$ cat src/hdl/devmgmt_pkg.sv
// Operation
// - Reinitialize command forgets stored sync negotiation state of addressed target.
// - Next selection of that target sends the sync negotiation message again.
// - Parameter block is 16-bit words with fixed word offsets for each field.
// - Completion interrupt raised only when options bit 0 is set.
// - Vector word: error vector low byte, normal vector high byte.
// - Level word bits 0-2 pick interrupt level; level 0 only with interrupts off.
// - Target bus ID from unit bits 0-2, LUN from bits 3-5.
// - Unit bit 6 selects SCSI port 0 or port 1.
// - At completion write return status; zero success, non-zero error code.
// - Bus-device-reset command sends the reset message to the addressed target.
package devmgmt_pkg;
   // Parameter block word offsets.
   localparam logic [4:0] W_CMD_CODE = 5'h00;
   localparam logic [4:0] W_OPTIONS  = 5'h01;
   localparam logic [4:0] W_STATUS   = 5'h02;
   localparam logic [4:0] W_VECTORS  = 5'h04;
   localparam logic [4:0] W_LEVEL    = 5'h05;
   localparam logic [4:0] W_UNIT     = 5'h0f;
   localparam logic [4:0] W_LAST     = 5'h15;
   // Command codes handled here.
   localparam logic [15:0] CMD_REINIT    = 16'h004c;
   localparam logic [15:0] CMD_BUS_DEV_RST = 16'h004d;
   // Field positions.
   localparam int OPT_IRQ_EN_BIT = 0;
   localparam int UNIT_PORT_BIT  = 6;
   localparam int UNIT_LUN_LO    = 3;
   // Return status codes; non-zero values are arbitrary error codes.
   localparam logic [15:0] ST_OK        = 16'h0000;
   localparam logic [15:0] ST_BAD_CMD   = 16'h0021;
   localparam logic [15:0] ST_BAD_LEVEL = 16'h0022;
   localparam logic [15:0] ST_RESERVED  = 16'h0023;
   localparam logic [15:0] ST_MSG_FAIL  = 16'h0024;
   // Reset values.
   localparam logic [15:0] SYNC_DONE_RESET = 16'h0000;

   typedef enum logic [3:0] {
      S_IDLE   = 4'b0000,
      S_FETCH  = 4'b0001,
      S_WAIT   = 4'b0010,
      S_DECODE = 4'b0011,
      S_MSG    = 4'b0100,
      S_STATUS = 4'b0101,
      S_IRQ    = 4'b0110,
      S_DONE   = 4'b0111
   } exec_state_t;
endpackage : devmgmt_pkg

$ cat src/hdl/block_port_if.sv
`timescale 1ns/1ps
// Carries the decoded parameter block from the fetcher to the executor.
interface block_port_if;
   logic [15:0] cmdCode;
   logic [15:0] options;
   logic [15:0] vectors;
   logic [15:0] level;
   logic [15:0] unitAddr;
   logic        rsvdNonZero;
   modport fetch (output cmdCode, options, vectors, level, unitAddr, rsvdNonZero);
   modport exec  (input cmdCode, options, vectors, level, unitAddr, rsvdNonZero);
endinterface : block_port_if

$ cat src/hdl/param_block_fetch.sv
`timescale 1ns/1ps
module param_block_fetch
   import devmgmt_pkg::*;
(
   // Clock and reset.
   input  wire logic        core_clk,
   input  wire logic        reset,
   // Word capture.
   input  wire logic        capValid,
   input  wire logic [4:0]  capAddr,
   input  wire logic [15:0] capData,
   input  wire logic        clearRsvd,
   // Decoded block.
   block_port_if.fetch      blk
);
   logic [15:0] cmd_reg, opt_reg, vec_reg, lvl_reg, unit_reg;
   logic        rsvd_reg;

   // Each fetched field word lands in its field register by offset.
   // word offset decode
   always_ff @(posedge core_clk or posedge reset) begin
      if (reset) begin
         cmd_reg  <= 16'h0000;
         opt_reg  <= 16'h0000;
         vec_reg  <= 16'h0000;
         lvl_reg  <= 16'h0000;
         unit_reg <= 16'h0000;
      end else if (capValid) begin
         case (capAddr)
            W_CMD_CODE: cmd_reg  <= capData;
            W_OPTIONS:  opt_reg  <= capData;
            W_VECTORS:  vec_reg  <= capData;
            W_LEVEL:    lvl_reg  <= capData;
            W_UNIT:     unit_reg <= capData;
            default: ;
         endcase
      end
   end

   // Reserved words are noted when non-zero; the status word is host-don't-care.
   always_ff @(posedge core_clk or posedge reset) begin
      if (reset) begin
         rsvd_reg <= 1'b0;
      end else if (clearRsvd) begin
         rsvd_reg <= 1'b0;
      end else if (capValid && capData != 16'h0000 && capAddr != W_CMD_CODE && capAddr != W_OPTIONS
                   && capAddr != W_STATUS && capAddr != W_VECTORS && capAddr != W_LEVEL
                   && capAddr != W_UNIT) begin
         rsvd_reg <= 1'b1;
      end
   end

   assign blk.cmdCode     = cmd_reg;
   assign blk.options     = opt_reg;
   assign blk.vectors     = vec_reg;
   assign blk.level       = lvl_reg;
   assign blk.unitAddr    = unit_reg;
   assign blk.rsvdNonZero = rsvd_reg;
endmodule : param_block_fetch

$ cat src/hdl/scsi_device_mgmt_cmd_exec.sv
`timescale 1ns/1ps
module scsi_device_mgmt_cmd_exec
   import devmgmt_pkg::*;
#(
   parameter int NUM_IDS = 8
)(
   // Clock and reset.
   input  wire logic        core_clk,
   input  wire logic        reset,
   // Command start and block memory read port.
   input  wire logic        cmdStart,
   output logic             cmdBusy,
   output logic             memRdEn,
   output logic [4:0]       memAddr,
   input  wire logic        memRdValid,
   input  wire logic [15:0] memRdData,
   // Return status write.
   output logic             memWrEn,
   output logic [15:0]      memWrData,
   input  wire logic        memWrAck,
   // SCSI message request to the port engines.
   output logic             msgReq,
   output logic             msgPortSel,
   output logic [2:0]       msgTargetId,
   output logic [2:0]       msgLun,
   input  wire logic        msgDone,
   input  wire logic        msgFail,
   // Selection sync negotiation query.
   input  wire logic        selValid,
   input  wire logic        selPort,
   input  wire logic [2:0]  selId,
   output logic             selSendSyncMsg,
   input  wire logic        syncAgreed,
   input  wire logic        syncAgreedPort,
   input  wire logic [2:0]  syncAgreedId,
   // Completion interrupt request.
   output logic             irqReq,
   output logic [2:0]       irqPriorityLevel,
   output logic [7:0]       irqVector,
   input  wire logic        irqAck,
   output logic             cmdDone
);
   import devmgmt_pkg::*;

   exec_state_t state_reg;
   logic [4:0]  addr_reg;
   logic [15:0] status_reg;
   logic [15:0] checkStatus;
   logic [2*NUM_IDS-1:0] syncDone_reg;
   logic        wantIrq;
   logic        isReinit, isBdr;
   logic [2:0]  tgtId;
   logic        tgtPort;
   logic [3:0]  tgtIdx;

   block_port_if blk ();

   param_block_fetch u_fetch (
      .core_clk  (core_clk),
      .reset     (reset),
      .capValid  (memRdValid),
      .capAddr   (addr_reg),
      .capData   (memRdData),
      .clearRsvd (cmdStart && state_reg == S_IDLE),
      .blk       (blk)
   );

   // Decoded fields of the parameter block.
   // id and port fields
   assign tgtId   = blk.unitAddr[2:0];
   assign tgtPort = blk.unitAddr[UNIT_PORT_BIT];
   assign tgtIdx  = {tgtPort, tgtId};
   assign wantIrq  = blk.options[OPT_IRQ_EN_BIT];
   assign isReinit = (blk.cmdCode == CMD_REINIT);
   assign isBdr    = (blk.cmdCode == CMD_BUS_DEV_RST);

   // Verdict on the fetched block, ready within the decode cycle itself.
   // The stored status lags by a cycle, so the message and the sync clear must act on this verdict instead.
   // level zero needs irq off
   always_comb begin
      checkStatus = ST_OK;
      if (!isReinit && !isBdr) begin
         checkStatus = ST_BAD_CMD;
      end else if (wantIrq && blk.level[2:0] == 3'h0) begin
         checkStatus = ST_BAD_LEVEL;
      end else if (blk.rsvdNonZero || blk.options[15:1] != 15'h0000 || blk.level[15:3] != 13'h0000
                   || blk.unitAddr[15:7] != 9'h000) begin
         checkStatus = ST_RESERVED;
      end
   end

   // Main sequencer: fetch words, execute, write status, then interrupt.
   always_ff @(posedge core_clk or posedge reset) begin
      if (reset) begin
         state_reg <= S_IDLE;
         addr_reg  <= 5'h00;
      end else begin
         case (state_reg)
            S_IDLE: begin
               if (cmdStart) begin
                  state_reg <= S_FETCH;
                  addr_reg  <= W_CMD_CODE;
               end
            end
            S_FETCH: state_reg <= S_WAIT;
            S_WAIT: begin
               if (memRdValid) begin
                  if (addr_reg == W_LAST) begin
                     state_reg <= S_DECODE;
                  end else begin
                     addr_reg  <= addr_reg + 5'h01;
                     state_reg <= S_FETCH;
                  end
               end
            end
            S_DECODE: begin
               if (isBdr && checkStatus == ST_OK) state_reg <= S_MSG;
               else state_reg <= S_STATUS;
            end
            S_MSG: if (msgDone) state_reg <= S_STATUS;
            S_STATUS: if (memWrAck) state_reg <= (wantIrq ? S_IRQ : S_DONE);
            S_IRQ: if (irqAck) state_reg <= S_DONE;
            S_DONE: state_reg <= S_IDLE;
            default: state_reg <= S_IDLE;
         endcase
      end
   end

   // Validation of the block sets the return status code.
   // return status value
   always_ff @(posedge core_clk or posedge reset) begin
      if (reset) begin
         status_reg <= ST_OK;
      end else if (state_reg == S_IDLE && cmdStart) begin
         status_reg <= ST_OK;
      end else if (state_reg == S_DECODE) begin
         status_reg <= checkStatus;
      end else if (state_reg == S_MSG && msgDone && msgFail) begin
         status_reg <= ST_MSG_FAIL;
      end
   end

   // Per-target sync negotiation memory; new agreements set, reinitialize clears.
   // Set wins over clear when both hit the same target in one cycle.
   always_ff @(posedge core_clk or posedge reset) begin
      if (reset) begin
         syncDone_reg <= SYNC_DONE_RESET[2*NUM_IDS-1:0];
      end else begin
         if (state_reg == S_DECODE && isReinit && checkStatus == ST_OK) begin
            syncDone_reg[tgtIdx] <= 1'b0;
         end
         if (syncAgreed) syncDone_reg[{syncAgreedPort, syncAgreedId}] <= 1'b1;
      end
   end

   // Selection asks whether the sync message must go out for this target.
   // renegotiate on selection
   always_ff @(posedge core_clk or posedge reset) begin
      if (reset) selSendSyncMsg <= 1'b0;
      else selSendSyncMsg <= selValid && !syncDone_reg[{selPort, selId}];
   end

   // Bus device reset message request held until the port engine answers.
   // send reset message
   always_ff @(posedge core_clk or posedge reset) begin
      if (reset) begin
         msgReq      <= 1'b0;
         msgPortSel  <= 1'b0;
         msgTargetId <= 3'h0;
         msgLun      <= 3'h0;
      end else begin
         msgReq      <= (state_reg == S_DECODE && isBdr && checkStatus == ST_OK) || (state_reg == S_MSG && !msgDone);
         msgPortSel  <= tgtPort;
         msgTargetId <= tgtId;
         msgLun      <= blk.unitAddr[UNIT_LUN_LO +: 3];
      end
   end

   // Memory strobes and status write data.
   always_ff @(posedge core_clk or posedge reset) begin
      if (reset) begin
         memRdEn   <= 1'b0;
         memAddr   <= 5'h00;
         memWrEn   <= 1'b0;
         memWrData <= 16'h0000;
         cmdBusy   <= 1'b0;
         cmdDone   <= 1'b0;
      end else begin
         memRdEn   <= (state_reg == S_FETCH);
         memAddr   <= (state_reg == S_STATUS || state_reg == S_MSG) ? W_STATUS : addr_reg;
         memWrEn   <= (state_reg == S_STATUS && !memWrAck);
         memWrData <= status_reg;
         cmdBusy   <= (state_reg != S_IDLE) || cmdStart;
         cmdDone   <= (state_reg == S_DONE);
      end
   end

   // Completion interrupt with vector chosen from the outcome.
   // vector by outcome
   always_ff @(posedge core_clk or posedge reset) begin
      if (reset) begin
         irqReq           <= 1'b0;
         irqPriorityLevel <= 3'h0;
         irqVector        <= 8'h00;
      end else begin
         irqReq           <= (state_reg == S_IRQ && !irqAck);
         irqPriorityLevel <= blk.level[2:0];
         irqVector        <= (status_reg == ST_OK) ? blk.vectors[15:8] : blk.vectors[7:0];
      end
   end
endmodule : scsi_device_mgmt_cmd_exec

$ cat config.mk
export PLATFORM = sky130hd
export DESIGN_NAME = scsi_device_mgmt_cmd_exec
export DESIGN_NICKNAME = d
export VERILOG_FILES = /design/src/hdl/devmgmt_pkg.sv /design/src/hdl/block_port_if.sv /design/src/hdl/param_block_fetch.sv /design/src/hdl/scsi_device_mgmt_cmd_exec.sv
export SDC_FILE = /design/constraint.sdc
export NUM_CORES = 1
export LEC_CHECK = 0
export ABC_CLOCK_PERIOD_IN_PS = 6100
export BUFFER_PORTS_ARGS = -buffer_cell sky130_fd_sc_hd__buf_2
export CAP_MARGIN = 20
export CORE_MARGIN = 5
export CORE_UTILIZATION = 33
export CTS_CLUSTER_SIZE = 20
export DETAILED_ROUTE_END_ITERATION = 8
export GPL_TIMING_DRIVEN = 0
export PLACE_DENSITY = 0.54
export SLEW_MARGIN = 20
export SYNTH_ARGS = -nofsm -noshare
export SYNTH_HDL_FRONTEND = slang
export SYNTH_HIERARCHICAL = 1
export SYNTH_SLANG_ARGS = --single-unit
$ cat constraint.sdc
create_clock -name core_clk -period 6.1 [get_ports core_clk]
set_input_delay 1.22 -clock core_clk [delete_from_list [all_inputs] [get_ports core_clk]]
set_output_delay 1.22 -clock core_clk [all_outputs]
set_load 0.1 [all_outputs]
# ---- After elaboration in Yosys (flattened, before gate mapping)
# Cells that the tools add are included.
dict set report classes {
  n_addsub 1
  eq_ne 25
  muxes 31
  shift 0
  n_reduce_logical 56
  n_div 0
  multipliers 0
  n_bitwise 3
  n_lt_le_gt_ge 5
}
# cell count
set ops {}
lappend ops {{$mux W16} 5}
lappend ops {{$eq A16 B7 Y1 const B} 2}
lappend ops {{$logic_not A16 Y1} 2}
lappend ops {{$pmux W4 S7} 1}
lappend ops {{$logic_and A1 B1 Y1} 23}
lappend ops {{$mux W4} 5}
lappend ops {{$mux W5} 4}
lappend ops {{$mux W6} 3}
lappend ops {{$and A16 B16 Y16} 1}
lappend ops {{$eq A4 B3 Y1 const B} 4}
lappend ops {{$not A16 Y16} 1}
lappend ops {{$or A16 B16 Y16} 1}
lappend ops {{$reduce_bool A16 Y1} 1}
lappend ops {{$lt A4 B5 Y1 const B} 3}
lappend ops {{$reduce_bool A15 Y1} 1}
lappend ops {{$reduce_bool A13 Y1} 1}
lappend ops {{$ne A2 B2 Y1 const B} 6}
lappend ops {{$eq A5 B3 Y1 const B} 2}
lappend ops {{$ne A5 B3 Y1 const B} 2}
lappend ops {{$pmux W5 S2} 1}
lappend ops {{$reduce_and A2 Y1} 5}
lappend ops {{$reduce_bool A9 Y1} 1}
lappend ops {{$demux W1 S4} 2}
lappend ops {{$eq A4 B2 Y1 const B} 2}
lappend ops {{24 further kinds} 42}
dict set report totals {
  mem_bits_rw 0
  output_inout_bits 46
  mem_bits_ro 0
  mem_count 0
  in_bits 34
  latch_bits 0
  wordCells 145
  ff_bits 168
}

# ---- Longest topological paths before layout
dict set report logic_depth {
  ltp_word 12
  depth_mapped 6
  ltp_nobuf 6
}

# ---- Modules after synthesis
# The synthesis kept the hierarchy.
# mod area_each_um2 instances seq_area_each_um2 cells_each
set modules_own_cells {}
lappend modules_own_cells {param_block_fetch 3184.3 1 2026.9 185}
lappend modules_own_cells {scsi_device_mgmt_cmd_exec 3007.9 1 1551.5 290}

# ---- Worst setup path before layout
# OpenSTA, ideal clock, no wires.
dict set report synth_path {
  path_type {input -> register}
  from {input port memRdValid}
  to {register u_fetch.cmd_reg[0] (netlist: u_fetch/blk.cmdCode[0])}
  path_slack_ps 3607
  n_path_buf 1
  setup_ps 125
  t_required_ps 5975
  t_arrival_ps 2367
  stages 4
  path_cell_list {nor4b_4 nor3b_4 buf_12 mux2_4}
}
dict set report synth_via {
  elab_chain_len 1
}
# element line
set synth_lines {}
lappend synth_lines {{start: declaration} scsi_device_mgmt_cmd_exec.sv:15} ;# input wire logic memRdValid,
lappend synth_lines {{$reduce_and A2 Y1 (no source line)} -}
lappend synth_lines {{end signal: assignment} param_block_fetch.sv:30} ;# W_CMD_CODE: cmd_reg <= capData;
lappend synth_lines {{end: declaration} param_block_fetch.sv:16} ;# logic [15:0] cmd_reg, opt_reg, vec_reg, lvl_reg, unit_reg;
# Every way passes these cells.
# A chain may end at the register's enable or synchronous reset.

# ---- Worst setup path in the final report
dict set report layout_path {
  from {input port memRdValid}
  to {register u_fetch.cmd_reg[2] (netlist: u_fetch/blk.cmdCode[2])}
}
# Same word-level chain as after synthesis.

==> results.txt <==
Status - completed
Overflow after GRT - 0
Register area share after synthesis - 57.8%
FMAX - 0.403 GHz
Sink Count - 143
Start point of the critical path - memRdValid
Setup Viol. Count Final - 0
Max rail drop VDD - 0.213 mV
Worst Clk Skew - 0.00685 ns
Post-CTS resize count - 0
Routed wire length per instance - 17.5 um
Worst path max stage delay - 0.54 ns
Dominant delay contributor by cell family on the critical path - simple AND/OR/NAND/NOR gates
CP arrival - 2.78 ns
Hold Fails Final Rpt - 0
Iteration-0 DRC Markers - 182
CTS buffer count - 17
DRC Markers - 0
IO buf count - 67
GRT Total Usage - 13.9%
Setup_tns - 0 ns
Max-Cap Viols - 0
RSZ-0062 raised after global routing - false
Slew headroom - 46.1%
Hold-fix buffers, CTS - 0
Slew Limit Fails - 0
Pwr Density - 485 mW/mm2
Vias in the first global route - 4396
Synth Flop Type - dfrtp_1
Post-synthesis cell area - 0.00619 mm2
Clk_lat worst skew - 0.41 ns
Initial Utilization - 33.3%
Ys async rst share - 100%
Actual slew at the worst max-slew pin - 0.804 ns
Via density - 4.96
# H-tree levels - 4
Via count - 4059
Root Buffer - clkbuf_16
Data required, critical path - 6.39 ns
Layout Nets - 610
Post-synth EDFFs - 0
Die width - 147 um
Avg Cell Area, Syn - 13.0 um2
Post-Route WL - 14300 um
Synthesized instance count - 475
Crit Path Max Fanout - 10
Crit-path slowest cell - nor3b_4
Yosys warns - 6
First-pass DRT Iterations - 4
Yosys reg bits - 143
Crit path buf inv count - 2
Placed cell count - 789
Layout area overhead - 20.7%
Antenna diodes - 0
Crit end category - flip-flop
Rows - 50
Min Clock Period, post-route - 2.48 ns
RR Startpoint - addr_reg[0]
Global-route wire length before repair - 23600 um
Area after DPL - 0.00693 mm2
Antenna violations before repair - 0
# Post-CTS Setup Buffers - 0
RePlAce Congestion - 0.880
Worst hold path type - flip-flop to flip-flop
Final period util - 40.7%
CTS tree - done
Startpoint Class - input port
Largest net degree at the start of global routing - 56
P_leak - 3.41 nW
Cell Chain, Critical Path - buf_2, nor4b_4, nor3b_4, buf_12, mux2_4
Post-DRT Antenna Nets - 0
Fin cells - 818
Die height - 147 um
I/O pin count - 80
Yosys cell types - 53
WS Path Type - input port to flip-flop
Clock buffer depth - 2
Finished Cell Area - 0.00748 mm2
Die area - 0.0216 mm2
Worst-path clk slew - 0.06 ns
Layout cells sized above 1 - 39.0%
Core Area - 0.0186 mm2
Hold_sp - u_fetch/blk.unitAddr[5]
HPWL after detailed placement - 10300 um
## cell families (layout without fill, tap and decap cells)
logic type / count (synthesis) / count (layout) / synth area share (%)
other cells: 1 / 12 / 0.0606
mux: 94 / 94 / 19.0
fa+ha+maj: 2 / 2 / 0.404
simple gates: 159 / 159 / 15.1
flops: 143 / 143 / 57.8
buf+inv: 36 / 134 / 3.62
compound gates: 40 / 40 / 4.04
## through the flow
| step | util, % | power (mW) | hold WS, ns | setup slack [ns] |
|---|---|---|---|---|
| detailed placement | 37.3 | 2.70 | 0.364 | 3.17 |
| CTS | 40.2 | 3.67 | 0.379 | 3.62 |
| floorplan | - | 2.43 | 0.350 | 2.80 |
| finish | 40.2 | 3.63 | 0.376 | 3.62 |
| global route | 40.2 | 3.82 | 0.388 | 3.58 |
| global placement | 36.9 | 2.65 | 0.359 | 1.90 |
## synthesized netlist by cell type (5+ instances only)
master	count	area, um2
dfrtp_1	143	3580
buf_2	7	35.0
nand3_1	12	60.1
mux2_4	10	150
nand2_1	21	78.8
nor2b_1	7	43.8
nand2b_1	7	43.8
inv_1	9	33.8
or4_1	5	37.5
mux2_2	78	878
nand4_1	5	31.3
nor2_1	36	135
buf_4	15	113
o21ai_0	6	30.0
nor3_1	11	55.1
nor4_1	27	169
a21oi_1	22	110
## path summary, 6_finish.rpt
| kind | endpoint | slack [ns] | cells after the start |
|---|---|---|---|
| worst max-delay path | u_fetch/blk.cmdCode[2] | 3.62 | 5 |
| worst min-delay path | msgLun[2] | 0.38 | 0 |
| worst max register to register | u_fetch/blk.unitAddr[11] | 3.84 | 4 |
| worst min register to register | msgLun[2] | 0.38 | 0 |
| max in group asynchronous | u_fetch/blk.cmdCode[4] | 4.66 | 3 |
| min in group asynchronous | irqVector[4] | 0.72 | 2 |
## cell type report
class | instances | area, um2
fillers | 1776 | 11100
flip-flops and latches | 143 | 3580
multi-input cells | 307 | 2440
clock buffers | 19 | 453
repair buffers | 69 | 390
well taps | 234 | 293
plain buffers | 27 | 190
clock inverters | 10 | 92.6
inverters | 9 | 38.8
## power breakdown
group          total (mW)  internal (mW)  switching, mW
clock network       0.953          0.574          0.380
logic                1.23          0.451          0.780
registers            1.44           1.25          0.190
## layer usage
layer	vias to the layer above	global-route usage (%)	share of wire (%)
li1	1901	-	-
met3	19	3.82	4.9
met5	-	0	0
met1	2039	18.1	45
met4	0	5.41	1.8
met2	100	22.2	48
## placed cells by master, fill, tap and decap left out, types with 2 or more instances in the layout
cell	n
a21oi_1	22
a22o_1	2
and2_1	4
and3b_1	3
buf_16	2
buf_2	74
buf_4	15
clkbuf_1	3
clkbuf_16	17
clkbuf_8	2
clkinv_2	4
clkinv_4	4
conb_1	12
dfrtp_1	143
ha_1	2
inv_1	7
inv_4	2
mux2_2	78
mux2_4	10
mux4_1	4
mux4_2	2
nand2_1	21
nand2b_1	7
nand3_1	12
nand3b_1	2
nand3b_2	2
nand4_1	5
nor2_1	36
nor2b_1	7
nor3_1	11
nor4_1	27
nor4b_4	2
o21ai_0	6
or3_1	3
or4_1	5
Note: power is estimated with default switching activity, not from simulation.
